==> src/common/hubg_regs.vh <==
// register map, field positions, reset values and timing figures of the host uart
`ifndef HUBG_REGS_VH
`define HUBG_REGS_VH
// register indices; byte address on the bus is four times the index
`define HUBG_SPEED_IDX     8'h3B
`define HUBG_DATA_IDX      8'h3C
`define HUBG_STAT_IDX      8'h3D
// reset values
`define HUBG_SPEED_RST     8'h7A
// speed register fields
`define HUBG_EXP_MSB       7
`define HUBG_EXP_LSB       5
`define HUBG_MANT_MSB      4
`define HUBG_MANT_LSB      0
// divisor offsets of the two speed modes
`define HUBG_MANT_OFS_LO   6'h01
`define HUBG_MANT_OFS_HI   6'h21
// status register bits
`define HUBG_ST_TXBUSY     0
`define HUBG_ST_RXVALID    1
`define HUBG_ST_OVERRUN    2
`define HUBG_ST_FRAMEERR   3
// timing: reference crystal and system clock in kHz, oversampling per bit
`define HUBG_REF_KHZ       27120
`define HUBG_CLK_PERIOD_PS 25000
`define HUBG_CLK_KHZ       (1000000000 / `HUBG_CLK_PERIOD_PS)
`define HUBG_OVS           16
`define HUBG_CHAR_BITS     8
`endif

==> src/core/hubg_tick.v <==
// oversampling tick generator for the serial bit rate
`timescale 1ns/1ps
`default_nettype none
`include "hubg_regs.vh"
module hubg_tick #(
  parameter integer REF_KHZ = `HUBG_REF_KHZ, // reference crystal rate
  parameter integer CLK_KHZ = `HUBG_CLK_KHZ, // system clock rate
  parameter integer OVS     = `HUBG_OVS      // ticks per bit
) (
  input  wire       clk,      // system clock
  input  wire       rstn,     // synchronous reset, active low
  input  wire       ce,       // clock enable, freezes state when low
  input  wire [2:0] exponent, // baud_exponent field
  input  wire [4:0] mantissa, // baud_mantissa field
  output reg        tick_r    // one-cycle oversampling tick
);
  localparam [31:0] REF_STEP = REF_KHZ;          // reference cycles per clk, scaled
  localparam [31:0] CLK_UNIT = CLK_KHZ / OVS;    // clk share of one oversample

  reg  [12:0] divisor;  // reference cycles per bit
  reg  [31:0] acc_r;    // fractional phase accumulator
  reg  [31:0] acc_sum;  // accumulator plus one step
  reg  [31:0] acc_rem;  // remainder after a tick
  wire [31:0] thresh;   // reference-scaled length of one oversample

  // divisor of the reference clock from the two speed fields
  always @* begin
    if (exponent == 3'h0) begin
      divisor = {7'h00, {1'b0, mantissa} + `HUBG_MANT_OFS_LO};
    end else begin
      // seven bits: mantissa 31 plus 33 is 64 and must not wrap to zero
      divisor = {6'h00, {2'b00, mantissa} + {1'b0, `HUBG_MANT_OFS_HI}} << (exponent - 3'h1);
    end
  end

  assign thresh = {19'h00000, divisor} * CLK_UNIT;

  // next accumulator value, compared against one oversample period
  always @* begin
    acc_sum = acc_r + REF_STEP;
    acc_rem = acc_sum - thresh;
  end

  // accumulator: a fractional divider keeps the mean rate exact although
  // the system clock is no multiple of the crystal; jitter is one clk cycle
  always @(posedge clk) begin
    if (!rstn) begin
      acc_r  <= 32'h00000000;
      tick_r <= 1'b0;
    end else if (ce) begin
      if (acc_sum >= thresh) begin
        tick_r <= 1'b1;
        // rates too fast for one tick per clk saturate instead of drifting
        acc_r  <= (acc_rem >= thresh) ? 32'h00000000 : acc_rem;
      end else begin
        tick_r <= 1'b0;
        acc_r  <= acc_sum;
      end
    end
  end
endmodule // hubg_tick
`default_nettype wire

==> src/core/hubg_uart.v <==
// host serial uart with programmable bit rate and avalon-mm register access
//
// Design decision made here: the Avalon-MM interface to the registers.
`timescale 1ns/1ps
`default_nettype none
`include "hubg_regs.vh"
module hubg_uart #(
  parameter integer OVS = `HUBG_OVS // oversampling ticks per bit
) (
  input  wire        clk,             // system clock, 40 mhz
  input  wire        rstn,            // synchronous reset, active low
  input  wire        ce,              // clock enable, freezes all state when low
  input  wire [7:0]  avs_address,     // byte address
  input  wire        avs_read,        // read request
  input  wire        avs_write,       // write request
  input  wire [31:0] avs_writedata,   // write data
  output reg  [31:0] avs_readdata,    // read data
  output reg         avs_waitrequest, // stall until answer
  input  wire        rxd,             // serial input from the host
  output reg         txd_r            // serial output to the host
);
  localparam integer TICK_LAST_I = OVS - 1;          // last tick of a bit, full width
  localparam integer TICK_MID_I  = (OVS / 2) - 1;    // middle tick, full width
  localparam integer CHAR_BITS_I = `HUBG_CHAR_BITS;  // data bits, full width
  // cut to the 4-bit counters; an OVS above 16 would need wider counters
  localparam [3:0]   TICK_LAST   = TICK_LAST_I[3:0]; // last tick of a bit
  localparam [3:0]   TICK_MID    = TICK_MID_I[3:0];  // tick at the middle of a bit
  localparam [3:0]   CHAR_BITS   = CHAR_BITS_I[3:0]; // data bits per character

  // receiver states
  localparam [1:0] RX_IDLE  = 2'b00;
  localparam [1:0] RX_START = 2'b01;
  localparam [1:0] RX_DATA  = 2'b10;
  localparam [1:0] RX_STOP  = 2'b11;

  // registers
  reg  [7:0] speed_r;     // serial_bit_rate register
  reg  [7:0] rx_data_r;   // last received character
  reg        rx_valid_r;  // character waiting to be read
  reg        overrun_r;   // character lost, sticky
  reg        frame_err_r; // stop bit found low, sticky

  // bus decode
  wire       req;       // read or write pending
  wire       ack;       // answer edge of the current request
  wire [7:0] word_idx;  // register index from byte address
  wire       hit_speed; // speed register addressed
  wire       hit_data;  // data register addressed
  wire       hit_stat;  // status register addressed

  // synchroniser and tick
  reg        rxd_s1_r;  // first sync stage
  reg        rxd_s2_r;  // second sync stage
  reg        rxd_s3_r;  // previous synced value for edge detection
  wire       tick;      // oversampling tick

  // transmitter
  reg        tx_busy_r; // character in flight
  reg  [8:0] tx_sh_r;   // remaining bits, stop bit on top
  reg  [3:0] tx_left_r; // bits still to send after the current one
  reg  [3:0] tx_cnt_r;  // tick counter within a bit

  // receiver
  reg  [1:0] rx_st_r;   // receiver state
  reg  [3:0] rx_cnt_r;  // tick counter within a bit
  reg  [3:0] rx_bits_r; // data bits received
  reg  [7:0] rx_sh_r;   // receive shift register

  // status and readback
  wire [7:0] status;    // status register view
  reg  [7:0] rd_mux;    // read data of the addressed register
  wire       tx_load;   // accepted write to the data register
  wire       rx_done;   // stop bit sampled
  wire       rx_take;   // accepted read of the data register
  wire       stat_clr;  // accepted write to the status register

  assign req       = avs_read | avs_write;
  assign ack       = req & ~avs_waitrequest;
  assign word_idx  = {2'b00, avs_address[7:2]};
  assign hit_speed = (word_idx == `HUBG_SPEED_IDX);
  assign hit_data  = (word_idx == `HUBG_DATA_IDX);
  assign hit_stat  = (word_idx == `HUBG_STAT_IDX);
  assign tx_load   = ack & avs_write & hit_data & ~tx_busy_r;
  assign rx_take   = ack & avs_read & hit_data;
  assign stat_clr  = ack & avs_write & hit_stat;
  assign rx_done   = tick & (rx_st_r == RX_STOP) & (rx_cnt_r == TICK_LAST);

  assign status = {4'h0, frame_err_r, overrun_r, rx_valid_r, tx_busy_r};

  // bit-rate tick from the speed register fields
  hubg_tick #(
    .OVS (OVS)
  ) u_tick (
    .clk      (clk),
    .rstn     (rstn),
    .ce       (ce),
    .exponent (speed_r[`HUBG_EXP_MSB:`HUBG_EXP_LSB]),
    .mantissa (speed_r[`HUBG_MANT_MSB:`HUBG_MANT_LSB]),
    .tick_r   (tick)
  );

  // read multiplexer; unmapped addresses read as zero
  always @* begin
    case (word_idx)
      `HUBG_SPEED_IDX: rd_mux = speed_r;
      `HUBG_DATA_IDX:  rd_mux = rx_data_r;
      `HUBG_STAT_IDX:  rd_mux = status;
      default:         rd_mux = 8'h00;
    endcase
  end

  // bus answer: waitrequest drops for one cycle, the cycle after the request
  // is seen; read data are captured together so they stand at the answer edge
  always @(posedge clk) begin
    if (!rstn) begin
      avs_waitrequest <= 1'b1;
      avs_readdata    <= 32'h00000000;
    end else if (ce) begin
      if (req & avs_waitrequest) begin
        avs_waitrequest <= 1'b0;
        avs_readdata    <= {24'h000000, rd_mux};
      end else begin
        avs_waitrequest <= 1'b1;
      end
    end
  end

  // speed register; writes take effect at the answer edge
  always @(posedge clk) begin
    if (!rstn) begin
      speed_r <= `HUBG_SPEED_RST;
    end else if (ce) begin
      if (ack & avs_write & hit_speed) begin
        speed_r <= avs_writedata[7:0];
      end
    end
  end

  // rxd pin crossing: two stages, then an edge-detect stage off the second
  always @(posedge clk) begin
    if (!rstn) begin
      rxd_s1_r <= 1'b1;
      rxd_s2_r <= 1'b1;
      rxd_s3_r <= 1'b1;
    end else if (ce) begin
      rxd_s1_r <= rxd;
      rxd_s2_r <= rxd_s1_r;
      rxd_s3_r <= rxd_s2_r;
    end
  end

  // transmitter: a write while busy is dropped, software polls tx busy
  always @(posedge clk) begin
    if (!rstn) begin
      txd_r     <= 1'b1;
      tx_busy_r <= 1'b0;
      tx_sh_r   <= 9'h1FF;
      tx_left_r <= 4'h0;
      tx_cnt_r  <= 4'h0;
    end else if (ce) begin
      if (tx_load) begin
        // start bit goes out at once, then data lsb first, then the stop bit
        txd_r     <= 1'b0;
        tx_sh_r   <= {1'b1, avs_writedata[7:0]};
        tx_left_r <= CHAR_BITS + 4'h1;
        tx_cnt_r  <= 4'h0;
        tx_busy_r <= 1'b1;
      end else if (tx_busy_r & tick) begin
        if (tx_cnt_r == TICK_LAST) begin
          tx_cnt_r <= 4'h0;
          if (tx_left_r != 4'h0) begin
            txd_r     <= tx_sh_r[0];
            tx_sh_r   <= {1'b1, tx_sh_r[8:1]};
            tx_left_r <= tx_left_r - 4'h1;
          end else begin
            // stop bit has lasted a full period; line stays high
            tx_busy_r <= 1'b0;
          end
        end else begin
          tx_cnt_r <= tx_cnt_r + 4'h1;
        end
      end
    end
  end

  // receiver state machine
  always @(posedge clk) begin
    if (!rstn) begin
      rx_st_r   <= RX_IDLE;
      rx_cnt_r  <= 4'h0;
      rx_bits_r <= 4'h0;
      rx_sh_r   <= 8'h00;
    end else if (ce) begin
      case (rx_st_r)
        RX_IDLE: begin
          // falling edge of the line marks a start bit
          if (rxd_s3_r & ~rxd_s2_r) begin
            rx_st_r  <= RX_START;
            rx_cnt_r <= 4'h0;
          end
        end
        RX_START: begin
          if (tick) begin
            if (rx_cnt_r == TICK_MID) begin
              // a glitch shorter than half a bit is not a start bit
              rx_st_r   <= rxd_s2_r ? RX_IDLE : RX_DATA;
              rx_cnt_r  <= 4'h0;
              rx_bits_r <= 4'h0;
            end else begin
              rx_cnt_r <= rx_cnt_r + 4'h1;
            end
          end
        end
        RX_DATA: begin
          if (tick) begin
            if (rx_cnt_r == TICK_LAST) begin
              // one full bit after the middle is the middle of the next bit
              rx_cnt_r  <= 4'h0;
              rx_sh_r   <= {rxd_s2_r, rx_sh_r[7:1]};
              rx_bits_r <= rx_bits_r + 4'h1;
              if (rx_bits_r == CHAR_BITS - 4'h1) begin
                rx_st_r <= RX_STOP;
              end
            end else begin
              rx_cnt_r <= rx_cnt_r + 4'h1;
            end
          end
        end
        RX_STOP: begin
          if (tick) begin
            if (rx_cnt_r == TICK_LAST) begin
              rx_st_r  <= RX_IDLE;
              rx_cnt_r <= 4'h0;
            end else begin
              rx_cnt_r <= rx_cnt_r + 4'h1;
            end
          end
        end
        default: begin
          rx_st_r <= RX_IDLE;
        end
      endcase
    end
  end

  // received character and sticky flags; a hardware set wins over any clear
  // in the same cycle so no event is lost
  always @(posedge clk) begin
    if (!rstn) begin
      rx_data_r   <= 8'h00;
      rx_valid_r  <= 1'b0;
      overrun_r   <= 1'b0;
      frame_err_r <= 1'b0;
    end else if (ce) begin
      if (rx_done) begin
        // no parity bit exists, only the stop bit is checked
        rx_data_r  <= rx_sh_r;
        rx_valid_r <= 1'b1;
      end else if (rx_take) begin
        rx_valid_r <= 1'b0;
      end
      if (rx_done & rx_valid_r & ~rx_take) begin
        overrun_r <= 1'b1;
      end else if (stat_clr & avs_writedata[`HUBG_ST_OVERRUN]) begin
        overrun_r <= 1'b0;
      end
      if (rx_done & ~rxd_s2_r) begin
        frame_err_r <= 1'b1;
      end else if (stat_clr & avs_writedata[`HUBG_ST_FRAMEERR]) begin
        frame_err_r <= 1'b0;
      end
    end
  end
endmodule // hubg_uart
`default_nettype wire

==> config.mk <==
export PLATFORM = sky130hd
export DESIGN_NAME = hubg_uart
export DESIGN_NICKNAME = d
export VERILOG_FILES = /design/src/core/hubg_tick.v /design/src/core/hubg_uart.v
export VERILOG_INCLUDE_DIRS = /design/src /design/src/common
export SDC_FILE = /design/constraint.sdc
export NUM_CORES = 1
export LEC_CHECK = 0
export BUFFER_PORTS_ARGS = -buffer_cell sky130_fd_sc_hd__buf_2
export CORE_AREA = 4 4 122 171
export DETAILED_ROUTE_END_ITERATION = 8
export DIE_AREA = 0 0 126 175
export HOLD_SLACK_MARGIN = 0.03
export PLACE_DENSITY = 0.7
export SLEW_MARGIN = 15
export SYNTH_ARGS = -nofsm -noshare
export SYNTH_HDL_FRONTEND = slang
export SYNTH_SLANG_ARGS = --single-unit
export TNS_END_PERCENT = 5
==> constraint.sdc <==
create_clock -name clk -period 8.5 [get_ports clk]
set_input_delay 1.7 -clock clk [delete_from_list [all_inputs] [get_ports clk]]
set_output_delay 1.7 -clock clk [all_outputs]
set_load 0.01 [all_outputs]
==> summary.md <==
Worst setup path
• 5 — maximum fanout along the worst path
• register to register — Worst Path Class, Setup
• 0.51 ns — biggest cell delay along the critical path
• 8.75 ns — Req. time, crit path
• fa_1 — CP max stage cell
• buf_4 — critical path's most frequent cell
• 8.93 ns — arrival time at the worst endpoint
• register — Critical Path Source Type
• register — Critical Path Sink Type
• -0.19 ns — setup slack of the most critical reg-to-reg path

Logic synthesis
• 98 — post-synthesis register bit count
• 0 — synth warn
• 0.207 — sequential element share of the synthesized area
• 7.98 um^2 — Mapped Avg Cell Area
• 0.207 — share of the synthesized area in the top cell type
• dfxtp_1 — flip-flop cell with the highest count after synthesis
• 0 — proportion of synthesized flip-flops having asynchronous set or reset
• 0 — number of flops mapped to enable cells by yosys
• 87 — count of different cell masters after synthesis
• 1189 — number of cells produced by synthesis
• 0.00949 mm^2 — mapped cell area
• dfxtp_1 — cell taking the most area after synthesis
• dfxtp_1 21%, ha_1 14%, fa_1 5.7%, nor2_1 4.4%, xnor2_1 4.3% — synth top area cells

Placement
• 0.891 — gp weighted congestion
• 0.0109 mm^2 — instance area after placement
• 19400 um — Final HPWL DP
• 29 — Port Buffers
• -0.606 ns — minimum setup slack after placement

Outcome
• complete, but fails checks — result of the run
• negative setup slack — violations in the final reports

Routing
• 0 — Post-DRT Antenna Nets
• 16.3 um — wire length per cell
• 14600 um — met2 routed wirelength
• 10100 um — post-route met1 wirelength
• 5.68 — via density per instance
• met4 — uppermost layer routed
• 26600 um — drt total wl
• 482 — drt initial violations
• 0 — # DRC
• 758 um — met3 WL post-DR
• 5 — detailed-routing iteration count for the pre-antenna-repair pass
• 9312 — via count of the routed design

CTS
• 98 — clock sinks
• built — clock tree from TritonCTS
• 0.08 ns — Clk pin slew, worst setup/hold paths
• 0.36 ns — clock insertion delay at the later pin of the skew report
• clkbuf_16 — Clock Tree Root
• 9 — total clock buffers created by CTS
• 3 — Clock H-tree levels
• 0 — CTS Hold Buffers Added
• 2 — clock tree buffer depth

Flow run
• 0 — Max-Cap Viols

Power and ir drop
• 164 mW/mm^2 — total power per unit cell area
• 0.221 — clock power share
• 749 uW — net load switching power
• 0.532 — Comb power frac
• 0.375 — Switching Fraction
• 5.39 nW — static power due to leakage
• 0.247 — Flop pwr share
• 0.000121 V — IR drop worst, VDD
• 1.25 mW — cell-internal power
• 2.00 mW — PnR Total Power

STA
• 1.04 ns — slew at the pin closest to its max-slew limit
• 0.298 — relative slew slack
• 0.0151 ns — largest clock skew in the final design
• 115 MHz — fmax
• 23 — Final Setup Violations
• 0 — max-slew violation count
• 0 — total count of hold-check failures in the final report
• 1.02 — post-route clock period utilization
• -2.34 ns — setup TNS after final layout
• -0.186 ns — min setup slack post-route
• true — setup repair after global routing missed its margin
• 8.69 ns — Final Critical Period
• 0.484 ns — final-layout worst hold slack

Die
• 0.0192 mm^2 — core area
• 60 — Cell Rows
• 175 um — chip height
• 0.0221 mm^2 — area enclosed by the die boundary
• 80 — total I/O pin count
• 126 um — chip width
• 0.494 — Starting Density

Layout
• 0.280 — share of layout cells above drive strength 1
• 0 — diode insertion count for antenna repair
• 0.0122 mm^2 — post-route design area
• 1566 — nets
• 28.5% — Area Growth Syn to Fin

GRT
• 63 — maximum number of pins on one net before global-route repair
• 0 — gr ovfl total
• 9392 — via count of the first global-routing pass
• 0.234 — aggregate global-route resource usage
• 0 — number of antenna violations at the first check in global routing
• 43200 um — global-route wire length before repair

Min path
• register to register — worst min-delay path category

==> per-stage QoR <==
step,utilization,instances
after global routing,0.635,1639
after global placement,0.568,1580
after floorplan,-,1212
after detailed placement,0.568,1580
after CTS,0.617,1630
final,0.635,1639
==> timing repair <==
item,4_1_cts,5_1_grt
resized for setup,72,54
endpoints found under the setup margin,23,23
pin swaps,46,74
setup buffers,34,10
==> final cells by class <==
| type | instances | area [um^2] |
|---|---|---|
| multi-input cells | 949 | 7490 |
| fillers | 1598 | 7020 |
| flip-flops and latches | 98 | 1970 |
| repair buffers | 235 | 1750 |
| inverters | 93 | 353 |
| well taps | 248 | 310 |
| clock buffers | 11 | 253 |
| clock inverters | 5 | 65.1 |
==> path summary, 6_finish.rpt <==
check                                   endpoint  startpoint  cells past startpoint
worst max-delay path            u_tick.acc_r[24]  speed_r[0]                     51
worst min-delay path                 rx_cnt_r[2]    rxd_s3_r                      1
worst max register to register  u_tick.acc_r[24]  speed_r[0]                     51
worst min register to register       rx_cnt_r[2]    rxd_s3_r                      1
==> cells in the mapped netlist, types with 4 or more instances <==
master and instances:
fa_1 27, a211oi_1 15, mux2i_1 24, a221o_1 8
dfxtp_1 98, and2_1 12, xnor2_1 47, o211ai_1 14
inv_1 92, o21a_1 8, nor4_1 5, o21ai_1 9
a21oi_1 73, buf_4 24, nand2b_1 13, a31oi_1 26
nor2_1 112, clkbuf_1 39, or3_1 12, nand3_1 42
nand2_1 105, ha_1 107, nand4_1 14, buf_2 5
a22oi_1 13, nor2b_1 10, a211o_1 6, mux2_2 5
and3_1 7, a21o_1 14, nor3b_1 8, o21ai_0 58
or2_2 4, xor2_1 26, nor3_1 19
==> metal layers <==
| layer | up-vias | track usage |
|---|---|---|
| li1 | 4565 | - |
| met1 | 4447 | 0.245 |
| met2 | 214 | 0.453 |
| met3 | 86 | 0.0266 |
| met4 | 0 | 0.120 |
| met5 | - | 0 |
==> sequential cells by signal (all words and copies together) (netlist names), 2 cells and up <==
| register | cells |
|---|---|
| tx_sh_r | 8 |
| rx_bits_r | 4 |
| rx_st_r | 2 |
| rx_data_r | 8 |
| tx_left_r | 4 |
| tx_cnt_r | 4 |
| rx_cnt_r | 4 |
| speed_r | 8 |
| rx_sh_r | 8 |
| u_tick.acc_r | 30 |
| avs_readdata | 8 |
==> kinds of logic after synthesis <==
kind of cell / share of synthesized area
simple gates: 0.193
compound gates: 0.217
buf+inv: 0.0770
fa+ha+maj: 0.202
flops: 0.207
xor+xnor: 0.0725
mux: 0.0312
other cells: 0.000395
==> cells in the final DEF (no fill, tap or decap), types with 17 or more instances in the layout <==
master     n
buf_4    194
nor2_1   106
nand2_1  102
dfxtp_1   93
ha_1      88
inv_1     82
a21oi_1   58
o21ai_0   52
xnor2_1   44
nand3_1   36
buf_2     29
fa_1      27
conb_1    24
xor2_1    23
a31oi_1   22
mux2i_1   22
nor3_1    17
ha_4      17
==> worst max-delay path: cells and delay by family, from the launching register on <==
family / cells / cell delay (ns)
compound gates: 11 / 1.96
xor+xnor: 3 / 0.43
fa+ha+maj: 8 / 2.44
buf+inv: 20 / 2.52
flops: 1 / 0.39
simple gates: 9 / 0.79
==> power by group through the flow <==
stage / Sequential (mW) / Clock, mW / Combinational, mW
2_1_floorplan: 0.500 / 0 / 0.559
3_3_place_gp: 0.504 / 0 / 0.875
3_5_place_dp: 0.505 / 0 / 0.893
4_1_cts: 0.494 / 0.450 / 0.992
5_1_grt: 0.496 / 0.464 / 1.16
6_report: 0.494 / 0.441 / 1.06
Note: power is estimated with default switching activity, not from simulation.
